===== src/cce_pkg.sv =====
// Package with register map, field layout, reset values and state codes of the curve front end.
package cce_pkg;

  // Register byte addresses on the system bus.
  localparam logic [31:0] ADDR_OPERAND_POINTERS = 32'h5000_6000;
  localparam logic [31:0] ADDR_COMMAND          = 32'h5000_6004;
  localparam logic [31:0] ADDR_CONTROL          = 32'h5000_6008;
  localparam logic [31:0] ADDR_STATUS           = 32'h5000_600C;
  localparam logic [31:0] ADDR_VERSION          = 32'h5000_6010;

  // Pointer register layout.
  localparam int PTR_W        = 5;
  localparam int PTR_RES_LSB  = 16;
  localparam int PTR_OPB_LSB  = 8;
  localparam int PTR_OPA_LSB  = 0;

  // Command register layout.
  localparam int CMD_RECALC   = 31;
  localparam int CMD_SIGN_B   = 30;
  localparam int CMD_SIGN_A   = 29;
  localparam int LEN_W        = 8;
  localparam int CMD_LEN_LSB  = 8;
  localparam int CMD_FIELD    = 7;
  localparam int OPT_W        = 7;
  localparam int CMD_OPT_LSB  = 0;
  localparam int CLASS_W      = 3;
  localparam int BITS_W       = 14;
  localparam int DWORD_SHIFT  = 6;

  // Control and status layout.
  localparam int CTL_START    = 0;
  localparam int STS_BUSY     = 0;
  localparam int STS_RECALC   = 1;
  localparam int STS_ERROR    = 2;

  // Reset values.
  localparam logic [31:0] RST_WORD   = 32'h0000_0000;
  localparam logic [31:0] VERSION_ID = 32'h0001_0000;  // Value is arbitrary.

  // Operation classes held in the top three bits of the operation type.
  localparam logic [2:0] CLS_ARITH  = 3'h0;
  localparam logic [2:0] CLS_MODMUL = 3'h1;
  localparam logic [2:0] CLS_CURVE  = 3'h2;
  localparam logic [2:0] CLS_SIGN   = 3'h3;

  // Highest valid sub-code per class, and the reserved arithmetic sub-code.
  localparam logic [3:0] ARITH_MAX  = 4'hA;
  localparam logic [3:0] ARITH_RES  = 4'h7;
  localparam logic [3:0] HIGH_MAX   = 4'h2;

  // Sequencer states.
  typedef enum logic [1:0] {
    ST_IDLE   = 2'b00,
    ST_RECALC = 2'b01,
    ST_RUN    = 2'b10
  } cce_state_t;

endpackage


===== src/cce_front.sv =====
// APB register front end and launch sequencer of the elliptic-curve engine.
`timescale 1ns/1ps
//
// Overview of operation
// - Result pointer taken from configuration bits 20:16.
// - Operand B pointer from configuration bits 12:8.
// - Operand A pointer from configuration bits 4:0.
// - Bit 31 forces R mod N, self clears.
// - Command bit 30 is coefficient B sign.
// - Command bit 29 is coefficient A sign.
// - Command bits 15:8 give double-word operand length.
// - Build parameter bounds largest accepted operand length.
// - Length code two means 128-bit operands.
// - Prime field: three 192, four 256 bits.
// - Binary field: three 192, four 256 bits.
// - Command bits 6:0 give operation type, class.
// - Start launches; ignored while busy; self clears.
module cce_front #(
  parameter int max_operand_space_param = 3  // Log2 of double words reserved per operand.
) (
  input  wire logic        clk,                     // System clock, 250 MHz.
  input  wire logic        resetn,                  // Synchronous reset, active low.
  input  wire logic        psel,                    // APB select.
  input  wire logic        penable,                 // APB access phase.
  input  wire logic        pwrite,                  // APB write direction.
  input  wire logic [31:0] paddr,                   // APB byte address.
  input  wire logic [31:0] pwdata,                  // APB write data.
  output logic             pready,                  // APB ready.
  output logic [31:0]      prdata,                  // APB read data.
  output logic             pslverr,                 // APB error for unmapped address.
  output logic [4:0]       result_pointer,          // Result location in operand memory.
  output logic [4:0]       operand_a_pointer,       // Operand A location.
  output logic [4:0]       operand_b_pointer,       // Operand B location.
  output logic             coeff_a_sign,            // Sign of coefficient A.
  output logic             coeff_b_sign,            // Sign of coefficient B.
  output logic [7:0]       operand_length,          // Operand length in double words.
  output logic             field_binary,            // High for binary field.
  output logic [6:0]       operation_type,          // Operation type code.
  output logic [13:0]      operand_bits,            // Operand width of the running job.
  output logic [2:0]       run_class,               // Class of the running job.
  output logic             eng_recalc,              // Pulse: compute R mod N.
  output logic             eng_start,               // Pulse: run the operation.
  input  wire logic        eng_recalc_done,         // Pulse: R mod N is ready.
  input  wire logic        eng_done                 // Pulse: operation finished.
);

  ////////////////////////////////////////////////////////////////////////////////
  // State.

  // All state of the block in one word.
  typedef struct packed {
    logic [4:0]          ptr_res;     // Result pointer.
    logic [4:0]          ptr_b;       // Operand B pointer.
    logic [4:0]          ptr_a;       // Operand A pointer.
    logic                recalc;      // R mod N request.
    logic                sign_b;      // Coefficient B sign.
    logic                sign_a;      // Coefficient A sign.
    logic [7:0]          len;         // Operand length code.
    logic                field;       // Field selector.
    logic [6:0]          optype;      // Operation type.
    logic                start;       // Start request.
    cce_pkg::cce_state_t st;          // Sequencer state.
    logic                err;         // Last start refused.
    logic [2:0]          cls;         // Latched class.
    logic [13:0]         bits;        // Latched operand width.
    logic                go_recalc;   // Recalculation pulse.
    logic                go_run;      // Operation pulse.
    logic [31:0]         rdata;       // Read data captured in setup.
    logic                slverr;      // Error captured in setup.
  } cce_regs_t;

  cce_regs_t s_q;  // Registered state.
  cce_regs_t s_d;  // Next state.

  logic        len_ok;    // Length within reserved space.
  logic        op_ok;     // Operation code defined.
  logic [2:0]  op_class;  // Decoded class.
  logic [13:0] op_bits;   // Decoded operand width.
  logic        wr;        // Write taking effect this edge.
  logic        setup;     // Setup cycle of any transfer.
  logic        busy;      // Sequencer not idle.

  ////////////////////////////////////////////////////////////////////////////////
  // Helpers.

  // True for every address that holds a register.
  function automatic logic addr_known(input logic [31:0] a);
    addr_known = (a == cce_pkg::ADDR_OPERAND_POINTERS) || (a == cce_pkg::ADDR_COMMAND) ||
                 (a == cce_pkg::ADDR_CONTROL) || (a == cce_pkg::ADDR_STATUS) ||
                 (a == cce_pkg::ADDR_VERSION);
  endfunction

  // Unmapped words fall to the default branch and read as zero.
  // Read value of a register; reserved bits stay zero.
  function automatic logic [31:0] read_word(input logic [31:0] a, input cce_regs_t s);
    logic [31:0] w;
    w = cce_pkg::RST_WORD;
    case (a)
      cce_pkg::ADDR_OPERAND_POINTERS: begin
        w[cce_pkg::PTR_RES_LSB +: cce_pkg::PTR_W] = s.ptr_res;
        w[cce_pkg::PTR_OPB_LSB +: cce_pkg::PTR_W] = s.ptr_b;
        w[cce_pkg::PTR_OPA_LSB +: cce_pkg::PTR_W] = s.ptr_a;
      end
      cce_pkg::ADDR_COMMAND: begin
        w[cce_pkg::CMD_RECALC] = s.recalc;
        w[cce_pkg::CMD_SIGN_B] = s.sign_b;
        w[cce_pkg::CMD_SIGN_A] = s.sign_a;
        w[cce_pkg::CMD_LEN_LSB +: cce_pkg::LEN_W] = s.len;
        w[cce_pkg::CMD_FIELD] = s.field;
        w[cce_pkg::CMD_OPT_LSB +: cce_pkg::OPT_W] = s.optype;
      end
      cce_pkg::ADDR_CONTROL: begin
        w[cce_pkg::CTL_START] = s.start;
      end
      cce_pkg::ADDR_STATUS: begin
        w[cce_pkg::STS_BUSY]   = (s.st != cce_pkg::ST_IDLE);
        w[cce_pkg::STS_RECALC] = (s.st == cce_pkg::ST_RECALC);
        w[cce_pkg::STS_ERROR]  = s.err;
      end
      cce_pkg::ADDR_VERSION: begin
        w = cce_pkg::VERSION_ID;
      end
      default: begin
        w = cce_pkg::RST_WORD;
      end
    endcase
    read_word = w;
  endfunction

  ////////////////////////////////////////////////////////////////////////////////
  // Decoder.

  // Classifies the programmed command for the launch check.
  // The decoder is purely combinational; its results matter only in idle and at launch.
  cce_op_decode #(
    .max_operand_space_param (max_operand_space_param)
  ) u_decode (
    .operand_length (s_q.len),
    .operation_type (s_q.optype),
    .len_ok         (len_ok),
    .op_ok          (op_ok),
    .op_class       (op_class),
    .operand_bits   (op_bits)
  );

  ////////////////////////////////////////////////////////////////////////////////
  // Next state.

  // The slave never stalls, so every access phase completes in one cycle.
  // Setup and access are told apart by penable alone; psel qualifies both.
  assign pready = 1'b1;
  assign wr     = psel && penable && pwrite;
  assign setup  = psel && !penable;
  assign busy   = (s_q.st != cce_pkg::ST_IDLE);

  // Sequencer first, then bus writes, so a software set lands after a hardware clear.
  always_comb begin
    s_d           = s_q;
    s_d.go_recalc = 1'b0;
    s_d.go_run    = 1'b0;
    case (s_q.st)
      cce_pkg::ST_IDLE: begin
        if (s_q.start) begin
          if (!len_ok || !op_ok) begin
            // A bad length or code would index past the operand space.
            s_d.err   = 1'b1;
            s_d.start = 1'b0;
          end else if (s_q.recalc) begin
            s_d.err       = 1'b0;
            s_d.go_recalc = 1'b1;
            s_d.st        = cce_pkg::ST_RECALC;
          end else begin
            s_d.err    = 1'b0;
            s_d.go_run = 1'b1;
            s_d.cls    = op_class;
            s_d.bits   = op_bits;
            s_d.st     = cce_pkg::ST_RUN;
          end
        end
      end
      cce_pkg::ST_RECALC: begin
        if (eng_recalc_done) begin
          s_d.recalc = 1'b0;
          s_d.go_run = 1'b1;
          s_d.cls    = op_class;
          s_d.bits   = op_bits;
          s_d.st     = cce_pkg::ST_RUN;
        end
      end
      cce_pkg::ST_RUN: begin
        if (eng_done) begin
          s_d.start = 1'b0;
          s_d.st    = cce_pkg::ST_IDLE;
        end
      end
      default: begin
        s_d.st = cce_pkg::ST_IDLE;
      end
    endcase
    // Settings are frozen while a job runs; the engine reads them live.
    if (wr && !busy) begin
      case (paddr)
        cce_pkg::ADDR_OPERAND_POINTERS: begin
          s_d.ptr_res = pwdata[cce_pkg::PTR_RES_LSB +: cce_pkg::PTR_W];
          s_d.ptr_b   = pwdata[cce_pkg::PTR_OPB_LSB +: cce_pkg::PTR_W];
          s_d.ptr_a   = pwdata[cce_pkg::PTR_OPA_LSB +: cce_pkg::PTR_W];
        end
        cce_pkg::ADDR_COMMAND: begin
          s_d.recalc = pwdata[cce_pkg::CMD_RECALC];
          s_d.sign_b = pwdata[cce_pkg::CMD_SIGN_B];
          s_d.sign_a = pwdata[cce_pkg::CMD_SIGN_A];
          s_d.len    = pwdata[cce_pkg::CMD_LEN_LSB +: cce_pkg::LEN_W];
          s_d.field  = pwdata[cce_pkg::CMD_FIELD];
          s_d.optype = pwdata[cce_pkg::CMD_OPT_LSB +: cce_pkg::OPT_W];
        end
        cce_pkg::ADDR_CONTROL: begin
          s_d.start = pwdata[cce_pkg::CTL_START];
        end
        default: begin
          s_d.start = s_d.start;  // Read-only and unmapped words ignore writes.
        end
      endcase
    end
    // Read data and error are prepared in setup so they leave flip-flops.
    if (setup) begin
      s_d.rdata  = pwrite ? cce_pkg::RST_WORD : read_word(paddr, s_q);
      s_d.slverr = !addr_known(paddr);
    end
  end

  // Registers the whole state word.
  // Synchronous reset clears every field, so the sequencer lands in idle.
  always_ff @(posedge clk) begin
    if (!resetn) begin
      s_q <= '0;
    end else begin
      s_q <= s_d;
    end
  end

  ////////////////////////////////////////////////////////////////////////////////
  // Outputs.

  // Every data output comes straight from the state word.
  // The error flag is gated by penable so that it only shows in the access phase.
  assign prdata            = s_q.rdata;
  assign pslverr           = penable && s_q.slverr;
  assign result_pointer    = s_q.ptr_res;
  assign operand_a_pointer = s_q.ptr_a;
  assign operand_b_pointer = s_q.ptr_b;
  assign coeff_a_sign      = s_q.sign_a;
  assign coeff_b_sign      = s_q.sign_b;
  assign operand_length    = s_q.len;
  assign field_binary      = s_q.field;
  assign operation_type    = s_q.optype;
  assign operand_bits      = s_q.bits;
  assign run_class         = s_q.cls;
  assign eng_recalc        = s_q.go_recalc;
  assign eng_start         = s_q.go_run;

  // A start that passes both the length and the code check while idle.
  logic idle_go;  // Valid start seen in idle.
  assign idle_go = (s_q.st == cce_pkg::ST_IDLE) && s_q.start && len_ok && op_ok;
endmodule // cce_front


===== src/cce_op_decode.sv =====
// Decoder that classifies the programmed operation and checks the operand length.
`timescale 1ns/1ps
module cce_op_decode #(
  parameter int max_operand_space_param = 3  // Log2 of double words reserved per operand.
) (
  input  wire logic [7:0]  operand_length,  // Length code in 64-bit double words.
  input  wire logic [6:0]  operation_type,  // Operation type field.
  output logic             len_ok,          // Length code is within the reserved space.
  output logic             op_ok,           // Operation code is a defined one.
  output logic [2:0]       op_class,        // Operation class.
  output logic [13:0]      operand_bits     // Operand width in bits.
);

  // Widest length the build can hold; a one-bit wider count avoids overflow.
  localparam logic [8:0] MAX_LEN = 9'(1 << max_operand_space_param);

  logic [3:0] sub;  // Code within the class.

  // Class and sub-code split, length check and bit width.
  always_comb begin
    op_class     = operation_type[6:4];
    sub          = operation_type[3:0];
    len_ok       = (operand_length != 8'h00) && ({1'b0, operand_length} <= MAX_LEN);
    operand_bits = {operand_length, 6'h00};
    case (op_class)
      cce_pkg::CLS_ARITH: begin
        op_ok = (sub != 4'h0) && (sub != cce_pkg::ARITH_RES) && (sub <= cce_pkg::ARITH_MAX);
      end
      cce_pkg::CLS_MODMUL,
      cce_pkg::CLS_SIGN: begin
        op_ok = (sub <= cce_pkg::HIGH_MAX);
      end
      cce_pkg::CLS_CURVE: begin
        op_ok = 1'b1;
      end
      default: begin
        op_ok = 1'b0;  // Upper four classes are reserved.
      end
    endcase
  end

endmodule // cce_op_decode


===== config.mk =====
export PLATFORM = sky130hd
export DESIGN_NAME = cce_front
export DESIGN_NICKNAME = d
export VERILOG_FILES = /design/src/cce_pkg.sv /design/src/cce_front.sv /design/src/cce_op_decode.sv
export SDC_FILE = /design/constraint.sdc
export NUM_CORES = 1
export LEC_CHECK = 0
export ABC_AREA = 1
export BUFFER_PORTS_ARGS = -buffer_cell sky130_fd_sc_hd__buf_2
export CAP_MARGIN = 20
export CORE_MARGIN = 3
export CORE_UTILIZATION = 38
export CTS_BUF_LIST = sky130_fd_sc_hd__clkbuf_4 sky130_fd_sc_hd__clkbuf_8 sky130_fd_sc_hd__clkbuf_16
export DETAILED_ROUTE_END_ITERATION = 12
export GPL_TIMING_DRIVEN = 0
export SYNTH_ARGS = -nofsm -noshare
export SYNTH_HDL_FRONTEND = slang
export SYNTH_SLANG_ARGS = --single-unit

===== constraint.sdc =====
create_clock -name clk -period 4.1 [get_ports clk]
set_input_delay 0.615 -clock clk [delete_from_list [all_inputs] [get_ports clk]]
set_output_delay 0.615 -clock clk [all_outputs]
set_load 0.01 [all_outputs]

* Word level (Yosys, flattened, before mapping)
Index checks and enable logic that the tools add are counted.
** Word-level totals
- Register bits after elaboration :: 90
- Input port bits :: 71
- Output and inout port bits :: 86
- Logic and storage cells :: 103
** Cells by class
- Order comparisons :: 3
- Eq/ne operators :: 16
- Multiplexer cells :: 32
- Bitwise logic cells :: 3
- Reductions and logical operators :: 31
** Operators with widths (number)
- $eq A32 B31 Y1 const B :: 5
- $mux W19 :: 2
- $mux W17 :: 2
- $pmux W17 S2 :: 1
- $mux W32 :: 1
- $mux W23 :: 1
- $mux W20 :: 1
- $pmux W5 S2 :: 2
- $mux W3 :: 5
- $pmux W2 S3 :: 2
- $ne A2 B2 Y1 const B :: 5
- $le A8 B4 Y1 const B :: 1
- $logic_and A1 B1 Y1 :: 8
- $mux W1 :: 8
- $reduce_bool A8 Y1 :: 1
- $eq A3 B2 Y1 const B :: 2
- $reduce_and A2 Y1 :: 3
- $logic_not A1 Y1 :: 5
- $logic_or A1 B1 Y1 :: 5
- $reduce_and A5 Y1 :: 1
- $le A4 B2 Y1 const B :: 1
- $le A4 B4 Y1 const B :: 1
- $mux W2 :: 2
- $ne A4 B3 Y1 const B :: 1
- 15 further kinds :: 19

* Longest topological paths before layout
Gate-level depths: netlist (run 1).
- Word-level depth :: 11
- Mapped depth :: 11
- Mapped depth without buffers :: 10

* Cells and area by module
Synthesis (run 1) repeated with hierarchy kept, for this count alone.
** Second synthesis, totals
- Cell total of the unflattened synthesis :: 611
- Area total of the unflattened synthesis :: 4644.5 µm²
** By module, submodules not included
- cce_front :: times used 1, cells an instance 561, area an instance 4366.7 µm², seq. area each 1641.6 µm²
- cce_op_decode :: times used 1, cells an instance 50, area an instance 277.8 µm², seq. area each 0.0 µm²

* Worst setup path before layout (run 1)
Ideal clock, no wire load.
- Path kind :: input -> register
- Start point :: input port paddr[1]
- End point :: register s_q[74] in the netlist's numbering
- Setup time :: 0.134 ns
- Arrival :: 1.924 ns
- Data required time :: 3.966 ns
- Slack :: 2.042 ns
- Stages on the path :: 9
- Path buffers :: 3
- Path through :: or2_1 buf_2 nor3_4 nor3b_2 nand2_1 buf_6 buf_6 nor2_1 a211oi_2
** Between the ends
- Word-level cells in the longest chain between the ends :: 3
** Ends and longest elaborated chain
- start: declaration :: line cce_front.sv:26 : input wire logic [31:0] paddr,
- $eq A32 B31 Y1 :: line cce_front.sv:202 : case (paddr)
- $mux W19 :: line cce_front.sv:202
- $mux W20 :: line cce_front.sv:201 : if (wr && !busy) begin
- end signal: assignment :: line cce_front.sv:235 : s_q <= '0;
- end signal: assignment :: line cce_front.sv:237 : s_q <= s_d;
- end: declaration :: line cce_front.sv:72 : cce_regs_t s_q;
No other way between the ends.
A chain may end at the register's enable or synchronous reset.

* Worst setup path in the final report (run 1)
- Start point :: input port paddr[1]
- End point :: register s_q, in the netlist operand_b_pointer[4]
** Between the ends
- Word-level cells in the longest chain between the ends :: 2
** Ends and longest elaborated chain (line)
- $eq A32 B31 Y1 :: cce_front.sv:202
- $reduce_and A2 Y1 (no source line)
No other way between the ends.

==> PnR_summary.wiki, run 1 <==
{| class="wikitable"
! Metric !! Value
|-
| Result of the run || completed
|-
| Kind of cell with the highest combined delay on the critical path || simple AND/OR/NAND/NOR gates
|-
| Distinct cell type count after synthesis || 31
|-
| Class of the tightest hold or removal check || reg -> reg
|-
| Final worst-path cycle share || 0.545
|-
| Wire length per cell after detailed routing || 12.8 microns
|-
| Critical path buffers and inverters || 3
|-
| Kind of critical path || in -> reg
|-
| Number of port buffers || 132
|-
| Post-CTS Setup Inserts || 0
|-
| Width of the die || 109 microns
|-
| Cell area after synthesis || 0.00405 sq mm
|-
| Y dimension of the die || 109 microns
|-
| Share of layout cells above drive strength 1 || 0.327
|-
| Post-CTS sizing || 0
|-
| Category of the worst setup path launch point || primary input
|-
| Routability congestion estimate from global placement || 0.812
|-
| Layout area overhead || 26.7%
|-
| Maximum level of the CTS H-tree || 3
|-
| RSZ-0062 raised after global routing || no
|-
| Placed Instances || 867
|-
| Initial core utilization || 0.392
|-
| Number of DRC violations after detailed-routing iteration 0 || 154
|-
| Number of enable flip-flop cells after synthesis || 0
|-
| Number of global-route vias before repair || 3692
|-
| Sequential element share of the synthesized area || 0.376
|-
| Critical path endpoint category || register
|-
| Source-to-sink clock delay at the later pin of the worst-skew pair || 0.36 ns
|-
| Worst slew pin tran || 0.567 ns
|-
| Fin nets || 813
|-
| Worst hold-check slack || 0.465 ns
|-
| Number of antenna violations at the first check in global routing || 0
|-
| Pin count of the biggest net entering global routing || 13
|-
| Initial DRT Pass Iterations || 5
|-
| Async set or reset register ratio after synthesis || 0
|-
| Total negative slack || 0 ns
|-
| Core area || 0.0103 sq mm
|-
| Number of instances in the synthesized netlist || 586
|-
| Final cell count without fillers || 883
|-
| Maximum capacitance violations || 0
|-
| Boundary Pins || 157
|-
| Die area || 0.0119 sq mm
|-
| Via density per instance || 4.45
|-
| CP max stage delay || 0.39 ns
|-
| Global-route usage over all layers || 0.191
|-
| Power per standard cell area || 279 mW/mm^2
|-
| DRT antenna net count || 0
|-
| Number of clock sinks || 76
|-
| First-pass GRT wire length || 17600 microns
|-
| Cell row count || 37
|-
| Average cell area after synthesis || 6.91 sq um
|-
| Clock-pin slew on the worst setup and hold paths || 0.08 ns
|-
| Maximum VDD drop || 0.110 mV
|-
| Number of flip-flops and latches in the synthesized netlist || 76
|-
| Worst clock skew || 0.0114 ns
|-
| Root Driver || sky130_fd_sc_hd__clkbuf_8
|-
| Final setup violating endpoints || 0
|-
| Number of buffers inserted for hold repair after clock tree synthesis || 0
|-
| Final critical-path required period || 2.23 ns
|-
| Number of clock buffers inserted by TritonCTS || 9
|-
| Total gr overflow || 0
|-
| Cell with the largest stage delay on the worst path || sky130_fd_sc_hd__nor3b_4
|-
| FMAX || 0.448 GHz
|-
| Via count of the routed design || 3927
|-
| Maximum net fanout on the critical path || 10
|-
| Buffer depth of the longest clock path || 2
|-
| Total detailed-routing wirelength || 11300 microns
|-
| Final Hold Viols || 0
|-
| DRC violations left || 0
|-
| Synth Flop Type || sky130_fd_sc_hd__dfxtp_1
|-
| Critical Path RT || 4.35 ns
|-
| Max-Slew Margin vs Limit || 0.621
|-
| Clock tree from TritonCTS || yes
|-
| Total leakage power || 2.56 nW
|-
| Warnings from Yosys || 0
|-
| CP Data Arrival Time || 2.49 ns
|-
| Series of cell instances along the critical path || buf_2 > or2_1 > buf_2 > nor3_2 > nor3b_4 > nand2_1 > clkbuf_1 > o21ai_0 > a21oi_1
|-
| Post-detail-place hpwl || 8920 microns
|-
| Sum of internal, switching and leakage power || 1.43 mW
|-
| Antenna diode count || 0
|-
| Crit path top cell by count || sky130_fd_sc_hd__buf_2
|-
| Number of max-slew violations in the final report || 0
|}
-- final cells by class --
class,instances,area (sq um)
plain buffers,103,716
inverters,65,244
repair buffers,132,661
multi-input cells,355,1620
clock buffers,12,153
flip-flops and latches,76,1520
well taps,136,170
fillers,1076,5190
clock inverters,4,48.8
-- flip-flops by register name, indices dropped and copies added, names as in the netlist, 3 cells and up --
register	cells
run_class	3
operand_a_pointer	5
operand_b_pointer	5
operation_type	7
result_pointer	5
operand_length	8
s_q	6
prdata	24
operand_bits	8
-- kinds of logic after synthesis --
kind of cell | count (synthesis) | synth area share
buf+inv | 168 | 0.237
compound gates | 108 | 0.136
simple gates | 231 | 0.247
other cells | 2 | 0.00185
flops | 76 | 0.376
xor+xnor | 1 | 0.00216
-- Yosys cell counts, drive strengths merged (2+ instances only) --
library cell,n,area [sq um]
nor2,94,363
buf,89,663
nand2,79,297
dfxtp,76,1520
inv,64,240
a21oi,61,305
o21ai,44,220
nand3,36,180
clkbuf,14,52.6
nor3,9,61.3
nand4,4,25.0
nor4,4,25.0
conb,2,7.51
nor3b,2,31.3
-- power breakdown --
part / switching (mW) / internal [mW] / total (mW)
combinational: 0.0618 / 0.0429 / 0.105
sequential: 0.000324 / 0.738 / 0.738
clock: 0.276 / 0.311 / 0.587
total: 0.338 / 1.09 / 1.43
-- stage by stage --
stage / utilization / cell area (sq um) / setup slack [ns]
floorplan: - / 4100 / 2.04
global placement: 0.478 / 4930 / 1.52
detailed placement: 0.478 / 4930 / 1.52
CTS: 0.497 / 5130 / 1.90
global route: 0.497 / 5130 / 1.75
finish: 0.497 / 5130 / 1.87
-- per-layer routing --
| layer | vias up | wire, microns | track usage |
|---|---|---|---|
| li1 | 2077 | - | - |
| met1 | 1744 | 4990 | 0.233 |
| met2 | 95 | 5600 | 0.339 |
| met3 | 11 | 502 | 0.0302 |
| met4 | 0 | 171 | 0.0703 |
| met5 | - | 0 | 0 |
-- worst reg2reg max path: stages (launching register included) --
cell                       delay, ns
sky130_fd_sc_hd__dfxtp_1        0.43
sky130_fd_sc_hd__nand2_1        0.10
sky130_fd_sc_hd__a21oi_1        0.19
sky130_fd_sc_hd__nor3_1         0.06
sky130_fd_sc_hd__nand3_1        0.26
sky130_fd_sc_hd__nand2_1        0.12
sky130_fd_sc_hd__nand2_1        0.09
sky130_fd_sc_hd__clkbuf_1       0.33
sky130_fd_sc_hd__nand2_1        0.09
sky130_fd_sc_hd__nand2_1        0.07
sky130_fd_sc_hd__nor2_1         0.04
-- path summary, 6_finish.rpt --
check	start	end	slack, ns	depth (start not counted)
setup reg to reg	operation_type[0]	operand_bits[8]	2.23	10
hold / removal	coeff_b_sign	coeff_b_sign	0.47	2
hold reg to reg	coeff_b_sign	coeff_b_sign	0.47	2
setup / recovery	paddr[1]	operand_b_pointer[4]	1.87	9
-- layout by cell type (no fill, tap or decap) --
cell                        count
sky130_fd_sc_hd__clkbuf_4       2
sky130_fd_sc_hd__nand2_1       79
sky130_fd_sc_hd__nor3_4         1
sky130_fd_sc_hd__dfxtp_1       76
sky130_fd_sc_hd__nor4_1         4
sky130_fd_sc_hd__o22ai_1        1
sky130_fd_sc_hd__clkinv_4       1
sky130_fd_sc_hd__buf_4         80
sky130_fd_sc_hd__nor2_2         1
sky130_fd_sc_hd__nor3b_2        1
sky130_fd_sc_hd__or2_1          1
sky130_fd_sc_hd__bufinv_16      1
sky130_fd_sc_hd__nand4_1        4
sky130_fd_sc_hd__inv_1         63
sky130_fd_sc_hd__o21a_1         1
sky130_fd_sc_hd__clkbuf_1      14
sky130_fd_sc_hd__o21ai_0       44
sky130_fd_sc_hd__nor3_1         7
sky130_fd_sc_hd__clkinv_2       2
sky130_fd_sc_hd__xor2_1         1
sky130_fd_sc_hd__and3_1         1
sky130_fd_sc_hd__buf_2        137
sky130_fd_sc_hd__conb_1        15
sky130_fd_sc_hd__nor3b_4        1
sky130_fd_sc_hd__nor2_4         1
sky130_fd_sc_hd__nor2_1        92
sky130_fd_sc_hd__nand3_1       36
sky130_fd_sc_hd__a211oi_2       1
sky130_fd_sc_hd__inv_2          1
sky130_fd_sc_hd__nor3_2         1
sky130_fd_sc_hd__buf_1          1
sky130_fd_sc_hd__clkinv_1       1
sky130_fd_sc_hd__clkbuf_8      10
sky130_fd_sc_hd__nand3b_1       1
sky130_fd_sc_hd__buf_6          3
sky130_fd_sc_hd__a21oi_1       61
Note: power is estimated with default switching activity, not from simulation.
==> run 2: changes to the inputs <==
ABC_AREA = 0   (was 1)
PLACE_DENSITY = 0.66   (was unset)
clock period = 2.35 ns   (was 4.1 ns; I/O delays follow)
==> PnR_summary.wiki, run 2 <==
{| class="wikitable"
! Metric !! Value
|-
| Result of the run || completed
|-
| Leading cell type by number of instances after synthesis || sky130_fd_sc_hd__buf_4
|-
| Number of global-route vias before repair || 3253
|-
| Critical Path RT || 2.58 ns
|-
| Warnings from Yosys || 0
|-
| Die area || 0.0112 sq mm
|-
| Min-Delay Path Depth || 3
|-
| Average cell area after synthesis || 9.37 sq um
|-
| CP Data Arrival Time || 2.33 ns
|-
| Reg2reg setup slack || 0.26 ns
|-
| FMAX || 0.477 GHz
|-
| Cell type with the highest aggregate area in the netlist || sky130_fd_sc_hd__dfxtp_1
|-
| Critical path endpoint category || register
|-
| Initial DRT Pass Iterations || 4
|-
| Async set or reset register ratio after synthesis || 0
|-
| Number of buffers inserted for hold repair after clock tree synthesis || 0
|-
| Worst r2r path cells || 5
|-
| Number of enable flip-flop cells after synthesis || 0
|-
| Category of the worst setup path launch point || register
|-
| Via count of the routed design || 3276
|-
| Wire length per cell after detailed routing || 14.7 microns
|-
| Met3 wire len || 719 microns
|-
| DRC violations left || 0
|-
| Buffer depth of the longest clock path || 2
|-
| Max-Slew Margin vs Limit || 0.609
|-
| Final setup violating endpoints || 0
|-
| Core area || 0.00946 sq mm
|-
| Global-route usage over all layers || 0.180
|-
| Number of port buffers || 131
|-
| Cell area after synthesis || 0.00379 sq mm
|-
| Distinct cell type count after synthesis || 53
|-
| Maximum net fanout on the critical path || 10
|-
| Synth Flop Type || sky130_fd_sc_hd__dfxtp_1
|-
| Clock tree from TritonCTS || yes
|-
| Synth top area share || 0.402
|-
| Cell row count || 35
|-
| Sequential element share of the synthesized area || 0.402
|-
| Routability congestion estimate from global placement || 0.899
|-
| Number of flip-flops in the largest register || 24
|-
| Class of the tightest hold or removal check || in -> reg
|-
| Antenna diode count || 0
|-
| Final Hold Viols || 0
|-
| WL met2 || 4770 microns
|-
| RSZ-0062 raised after global routing || no
|-
| DRT antenna net count || 0
|-
| Post-detail-place hpwl || 7970 microns
|-
| Maximum VDD drop || 0.308 mV
|-
| Via density per instance || 4.73
|-
| Clock-pin slew on the worst setup and hold paths || 0.08 ns
|-
| Total leakage power || 2.28 nW
|-
| Initial core utilization || 0.400
|-
| Most common cell after layout, fill and taps aside || sky130_fd_sc_hd__buf_2
|-
| Pin count of the biggest net entering global routing || 14
|-
| Commonest cells in the synthesized netlist || sky130_fd_sc_hd__buf_4 (82), sky130_fd_sc_hd__dfxtp_1 (76), sky130_fd_sc_hd__nor2_1 (43)
|-
| Number of clock buffers inserted by TritonCTS || 9
|-
| Y dimension of the die || 106 microns
|-
| Fin nets || 631
|-
| Met1 wire length || 4560 microns
|-
| Final cell count without fillers || 693
|-
| Uppermost layer routed || met4
|-
| Highest-count cells in the layout ignoring fill and taps || sky130_fd_sc_hd__buf_2 (131), sky130_fd_sc_hd__buf_4 (83), sky130_fd_sc_hd__dfxtp_1 (76), sky130_fd_sc_hd__nor2_1 (43), sky130_fd_sc_hd__mux2i_1 (34)
|-
| Worst slew pin tran || 0.587 ns
|-
| Number of instances in the synthesized netlist || 404
|-
| Placed Instances || 677
|-
| Share of layout cells above drive strength 1 || 0.436
|-
| First-pass GRT wire length || 16200 microns
|-
| Layout area overhead || 29.5%
|-
| Crit Reg-Reg Startpoint || operand_length[4]
|-
| Total detailed-routing wirelength || 10200 microns
|-
| Number of DRC violations after detailed-routing iteration 0 || 167
|-
| Number of max-slew violations in the final report || 0
|-
| Maximum capacitance violations || 0
|-
| Width of the die || 106 microns
|-
| Number of flip-flops and latches in the synthesized netlist || 76
|-
| Source-to-sink clock delay at the later pin of the worst-skew pair || 0.35 ns
|-
| End of the worst register-to-register path || operand_bits[10]
|-
| Cell area after placement || 0.00465 sq mm
|-
| Root Driver || sky130_fd_sc_hd__clkbuf_8
|-
| Total gr overflow || 0
|-
| Worst clock skew || 0.0103 ns
|-
| Top cells by area, synth || sky130_fd_sc_hd__dfxtp_1 (40%), sky130_fd_sc_hd__buf_4 (16%), sky130_fd_sc_hd__mux2i_1 (9.0%)
|-
| Number of antenna violations at the first check in global routing || 0
|-
| Kind of critical path || reg -> reg
|-
| Final worst-path cycle share || 0.891
|-
| Post-route cell area || 0.00490 sq mm
|-
| Maximum level of the CTS H-tree || 3
|-
| Power per standard cell area || 540 mW/mm^2
|-
| Final critical-path required period || 2.09 ns
|-
| Crit path from || operand_length[4]
|-
| Min-delay src || pwdata[19]
|-
| Number of clock sinks || 76
|-
| Hold Path Sink || result_pointer[3]
|-
| Boundary Pins || 157
|}
-- run 2: worst max-delay path by stage --
stage                                end  slack [ns]  cells after the start
finish                  operand_bits[10]        0.26                      5
floorplan           operand_a_pointer[0]        0.43                      6
global placement       result_pointer[2]       -0.08                      7
CTS                 operand_a_pointer[1]        0.05                      6
global route           operand_length[4]        0.09                      7
detailed placement     result_pointer[1]       -0.10                      7
-- run 2: critical path, cell delays in order, from the launching register on --
cell                       delay (ns)
sky130_fd_sc_hd__dfxtp_1         0.37
sky130_fd_sc_hd__or4_1           0.58
sky130_fd_sc_hd__a211oi_2        0.27
sky130_fd_sc_hd__and3b_2         0.29
sky130_fd_sc_hd__a311oi_4        0.19
sky130_fd_sc_hd__a22o_1          0.29
-- run 2: routing by layer --
| metal | vias to the layer above | global-route usage |
|---|---|---|
| met2 | 112 | 0.298 |
| met3 | 16 | 0.0465 |
| met5 | - | 0 |
| li1 | 1642 | - |
| met4 | 0 | 0.0481 |
| met1 | 1506 | 0.233 |
-- run 2: timing repair --
action	4_1_cts	5_1_grt
gates resized for setup	0	1
setup endpoints to repair	0	13
buffers inserted	0	1
-- run 2: kinds of logic after synthesis --
group / after synthesis / share of synthesized area
flops: 76 / 0.402
other cells: 2 / 0.00198
xor+xnor: 1 / 0.00231
buf+inv: 103 / 0.190
simple gates: 124 / 0.182
compound gates: 62 / 0.124
mux: 36 / 0.0988
-- run 2: power breakdown --
| part | internal, mW | leakage [nW] | switching [mW] |
|---|---|---|---|
| registers | 1.29 | 0.612 | 0.000457 |
| clock network | 0.704 | 0.120 | 0.493 |
| logic | 0.0704 | 1.55 | 0.0923 |
-- run 2: through the flow --
stage / worst slack [ns] / utilization / TNS [ns] / hold WS [ns] / total power, mW
2_1_floorplan: 0.425 / - / 0 / 0.426 / 1.39
3_3_place_gp: -0.0837 / 0.492 / -0.775 / 0.439 / 1.48
3_5_place_dp: -0.103 / 0.492 / -0.950 / 0.447 / 1.48
4_1_cts: 0.0534 / 0.517 / 0 / 0.226 / 2.67
5_1_grt: 0.0926 / 0.518 / 0 / 0.242 / 2.73
6_report: 0.255 / 0.518 / 0 / 0.236 / 2.65
-- run 2: area by class of cell --
class | instances | area, sq um
Timing Repair Buffer | 132 | 663
Sequential cell | 76 | 1520
Buffer | 97 | 696
Fill cell | 918 | 4560
Multi-Input combinational cell | 238 | 1600
Tap cell | 129 | 161
Clock buffer | 9 | 124
Inverter | 6 | 22.5
Clock inverter | 6 | 113
==> run 3: changes to the inputs <==
REMOVE_ABC_BUFFERS = 1   (was unset)
==> PnR_summary.wiki, run 3 (synthesized netlist as in run 2, its figures left out) <==
{| class="wikitable"
! Metric !! Value
|-
| Maximum level of the CTS H-tree || 3
|-
| Y dimension of the die || 106 microns
|-
| CP max stage delay || 0.61 ns
|-
| Series of cell instances along the critical path || or4_1 > a211oi_2 > nand4b_1 > a21oi_4 > a22o_1
|-
| Category of the worst setup path launch point || register
|-
| Core area || 0.00946 sq mm
|-
| DRC violations left || 0
|-
| Number of clock sinks || 76
|-
| Critical Path RT || 2.63 ns
|-
| Number of gates on the worst path with buffers counted || 5
|-
| Number of clock buffers inserted by TritonCTS || 9
|-
| Number of global-route vias before repair || 2908
|-
| Max-Slew Margin vs Limit || 0.480
|-
| FMAX || 0.456 GHz
|-
| Maximum VDD drop || 0.338 mV
|-
| Routability congestion estimate from global placement || 0.877
|-
| Buffer depth of the longest clock path || 2
|-
| Power per standard cell area || 634 mW/mm^2
|-
| Cell with the largest stage delay on the worst path || sky130_fd_sc_hd__or4_1
|-
| Number of DRC violations after detailed-routing iteration 0 || 159
|-
| Boundary Pins || 157
|-
| Post-detail-place hpwl || 7400 microns
|-
| Cell row count || 35
|-
| Final critical-path required period || 2.19 ns
|-
| Initial DRT Pass Iterations || 4
|-
| Number of buffers inserted for hold repair after clock tree synthesis || 0
|-
| Number of max-slew violations in the final report || 0
|-
| Layout area overhead || 14.8%
|-
| Source-to-sink clock delay at the later pin of the worst-skew pair || 0.34 ns
|-
| Root Driver || sky130_fd_sc_hd__clkbuf_8
|-
| Die area || 0.0112 sq mm
|-
| Number of flip-flops in the largest register || 24
|-
| Final worst-path cycle share || 0.932
|-
| Width of the die || 106 microns
|-
| First-pass GRT wire length || 15100 microns
|-
| Share of layout cells above drive strength 1 || 0.363
|-
| Worst r2r path cells || 5
|-
| DRT antenna net count || 0
|-
| Layout fillers || 966
|-
| Wire length per cell after detailed routing || 16.1 microns
|-
| Clock tree from TritonCTS || yes
|-
| Initial core utilization || 0.400
|-
| Via density per instance || 4.96
|-
| Antenna diode count || 0
|-
| Kind of critical path || reg -> reg
|-
| Critical path endpoint category || register
|-
| Final Worst Setup Slack || 0.159 ns
|-
| Final setup violating endpoints || 0
|-
| Kind of cell with the highest combined delay on the critical path || compound AO/OA/AOI/OAI gates
|-
| Class of the tightest hold or removal check || in -> reg
|-
| Final Hold Viols || 0
|-
| Maximum capacitance violations || 0
|-
| Total leakage power || 1.88 nW
|-
| Global-route usage over all layers || 0.172
|-
| Highest-count cells in the layout ignoring fill and taps || sky130_fd_sc_hd__buf_2 (133), sky130_fd_sc_hd__dfxtp_1 (76), sky130_fd_sc_hd__nor2_1 (42), sky130_fd_sc_hd__mux2i_1 (34), sky130_fd_sc_hd__nand2_1 (23)
|-
| CP Data Arrival Time || 2.47 ns
|-
| Clock-pin slew on the worst setup and hold paths || 0.08 ns
|-
| Most common cell after layout, fill and taps aside || sky130_fd_sc_hd__buf_2
|-
| Number of port buffers || 133
|-
| RSZ-0062 raised after global routing || no
|-
| Critical path buffers and inverters || 0
|-
| Setup WS pre-CTS || -0.549 ns
|-
| Fin nets || 542
|-
| Worst hold-check slack || 0.242 ns
|-
| Number of antenna violations at the first check in global routing || 0
|-
| Total gr overflow || 0
|-
| Pin count of the biggest net entering global routing || 22
|-
| Via count of the routed design || 2999
|-
| Final cell count without fillers || 605
|-
| Worst slew pin tran || 0.780 ns
|-
| Min-Delay Path Depth || 3
|-
| Worst clock skew || 0.00622 ns
|-
| Total detailed-routing wirelength || 9710 microns
|-
| Maximum net fanout on the critical path || 11
|-
| Result of the run || completed
|-
| Placed Instances || 588
|}
-- run 3: area by class of cell --
type                    count  area (sq um)  area share
repair buffers            140           749       0.172
clock inverters             6           136      0.0314
well taps                 129           161      0.0371
clock buffers              10           131      0.0302
flip-flops and latches     76          1520       0.350
multi-input cells         238          1630       0.374
inverters                   6          22.5     0.00518
-- run 3: per-stage QoR --
| step | area [sq um] | setup TNS (ns) | util | power (mW) |
|---|---|---|---|---|
| final | 4350 | 0 | 0.460 | 2.75 |
| after detailed placement | 4050 | -9.54 | 0.428 | 1.46 |
| after floorplan | 3140 | -33.14 | - | 1.37 |
| after global routing | 4350 | 0 | 0.460 | 2.84 |
| after global placement | 3970 | -107.36 | 0.419 | 1.45 |
| after CTS | 4330 | 0 | 0.458 | 2.78 |
-- run 3: path summary, 6_finish.rpt --
path                       end               from  slack [ns]
max           operand_bits[13]  operand_length[4]        0.16
min          result_pointer[2]         pwdata[18]        0.24
max reg2reg   operand_bits[13]  operand_length[4]        0.16
min reg2reg         prdata[29]         prdata[29]        0.45
-- run 3: tightest hold or removal path, delay by kind of cell --
family / cells / cell delay (ns)
buffers and inverters: 1 / 0.08
AND/OR/NAND/NOR: 1 / 0.07
multiplexers: 1 / 0.05
-- run 3: timing repair --
item / in CTS / in global routing
endpoints found under the setup margin: 20 / 15
cloned: 0 / 0
endpoints found under the hold margin: 0 / 0
setup buffers: 1 / 0
resized for setup: 1 / 2
-- run 3: where the power goes --
part	switching [mW]	internal [mW]
combinational	0.0875	0.0600
clock	0.492	0.827
sequential	0.000512	1.29
total	0.580	2.17
-- run 3: per-layer routing --
layer	wire length, microns	track usage	share of wire	vias to the layer above
li1	-	-	-	1468
met1	4500	0.223	0.46	1426
met2	4700	0.287	0.48	98
met3	438	0.0374	0.045	7
met4	72	0.0500	0.0074	0
met5	0	0	0	-
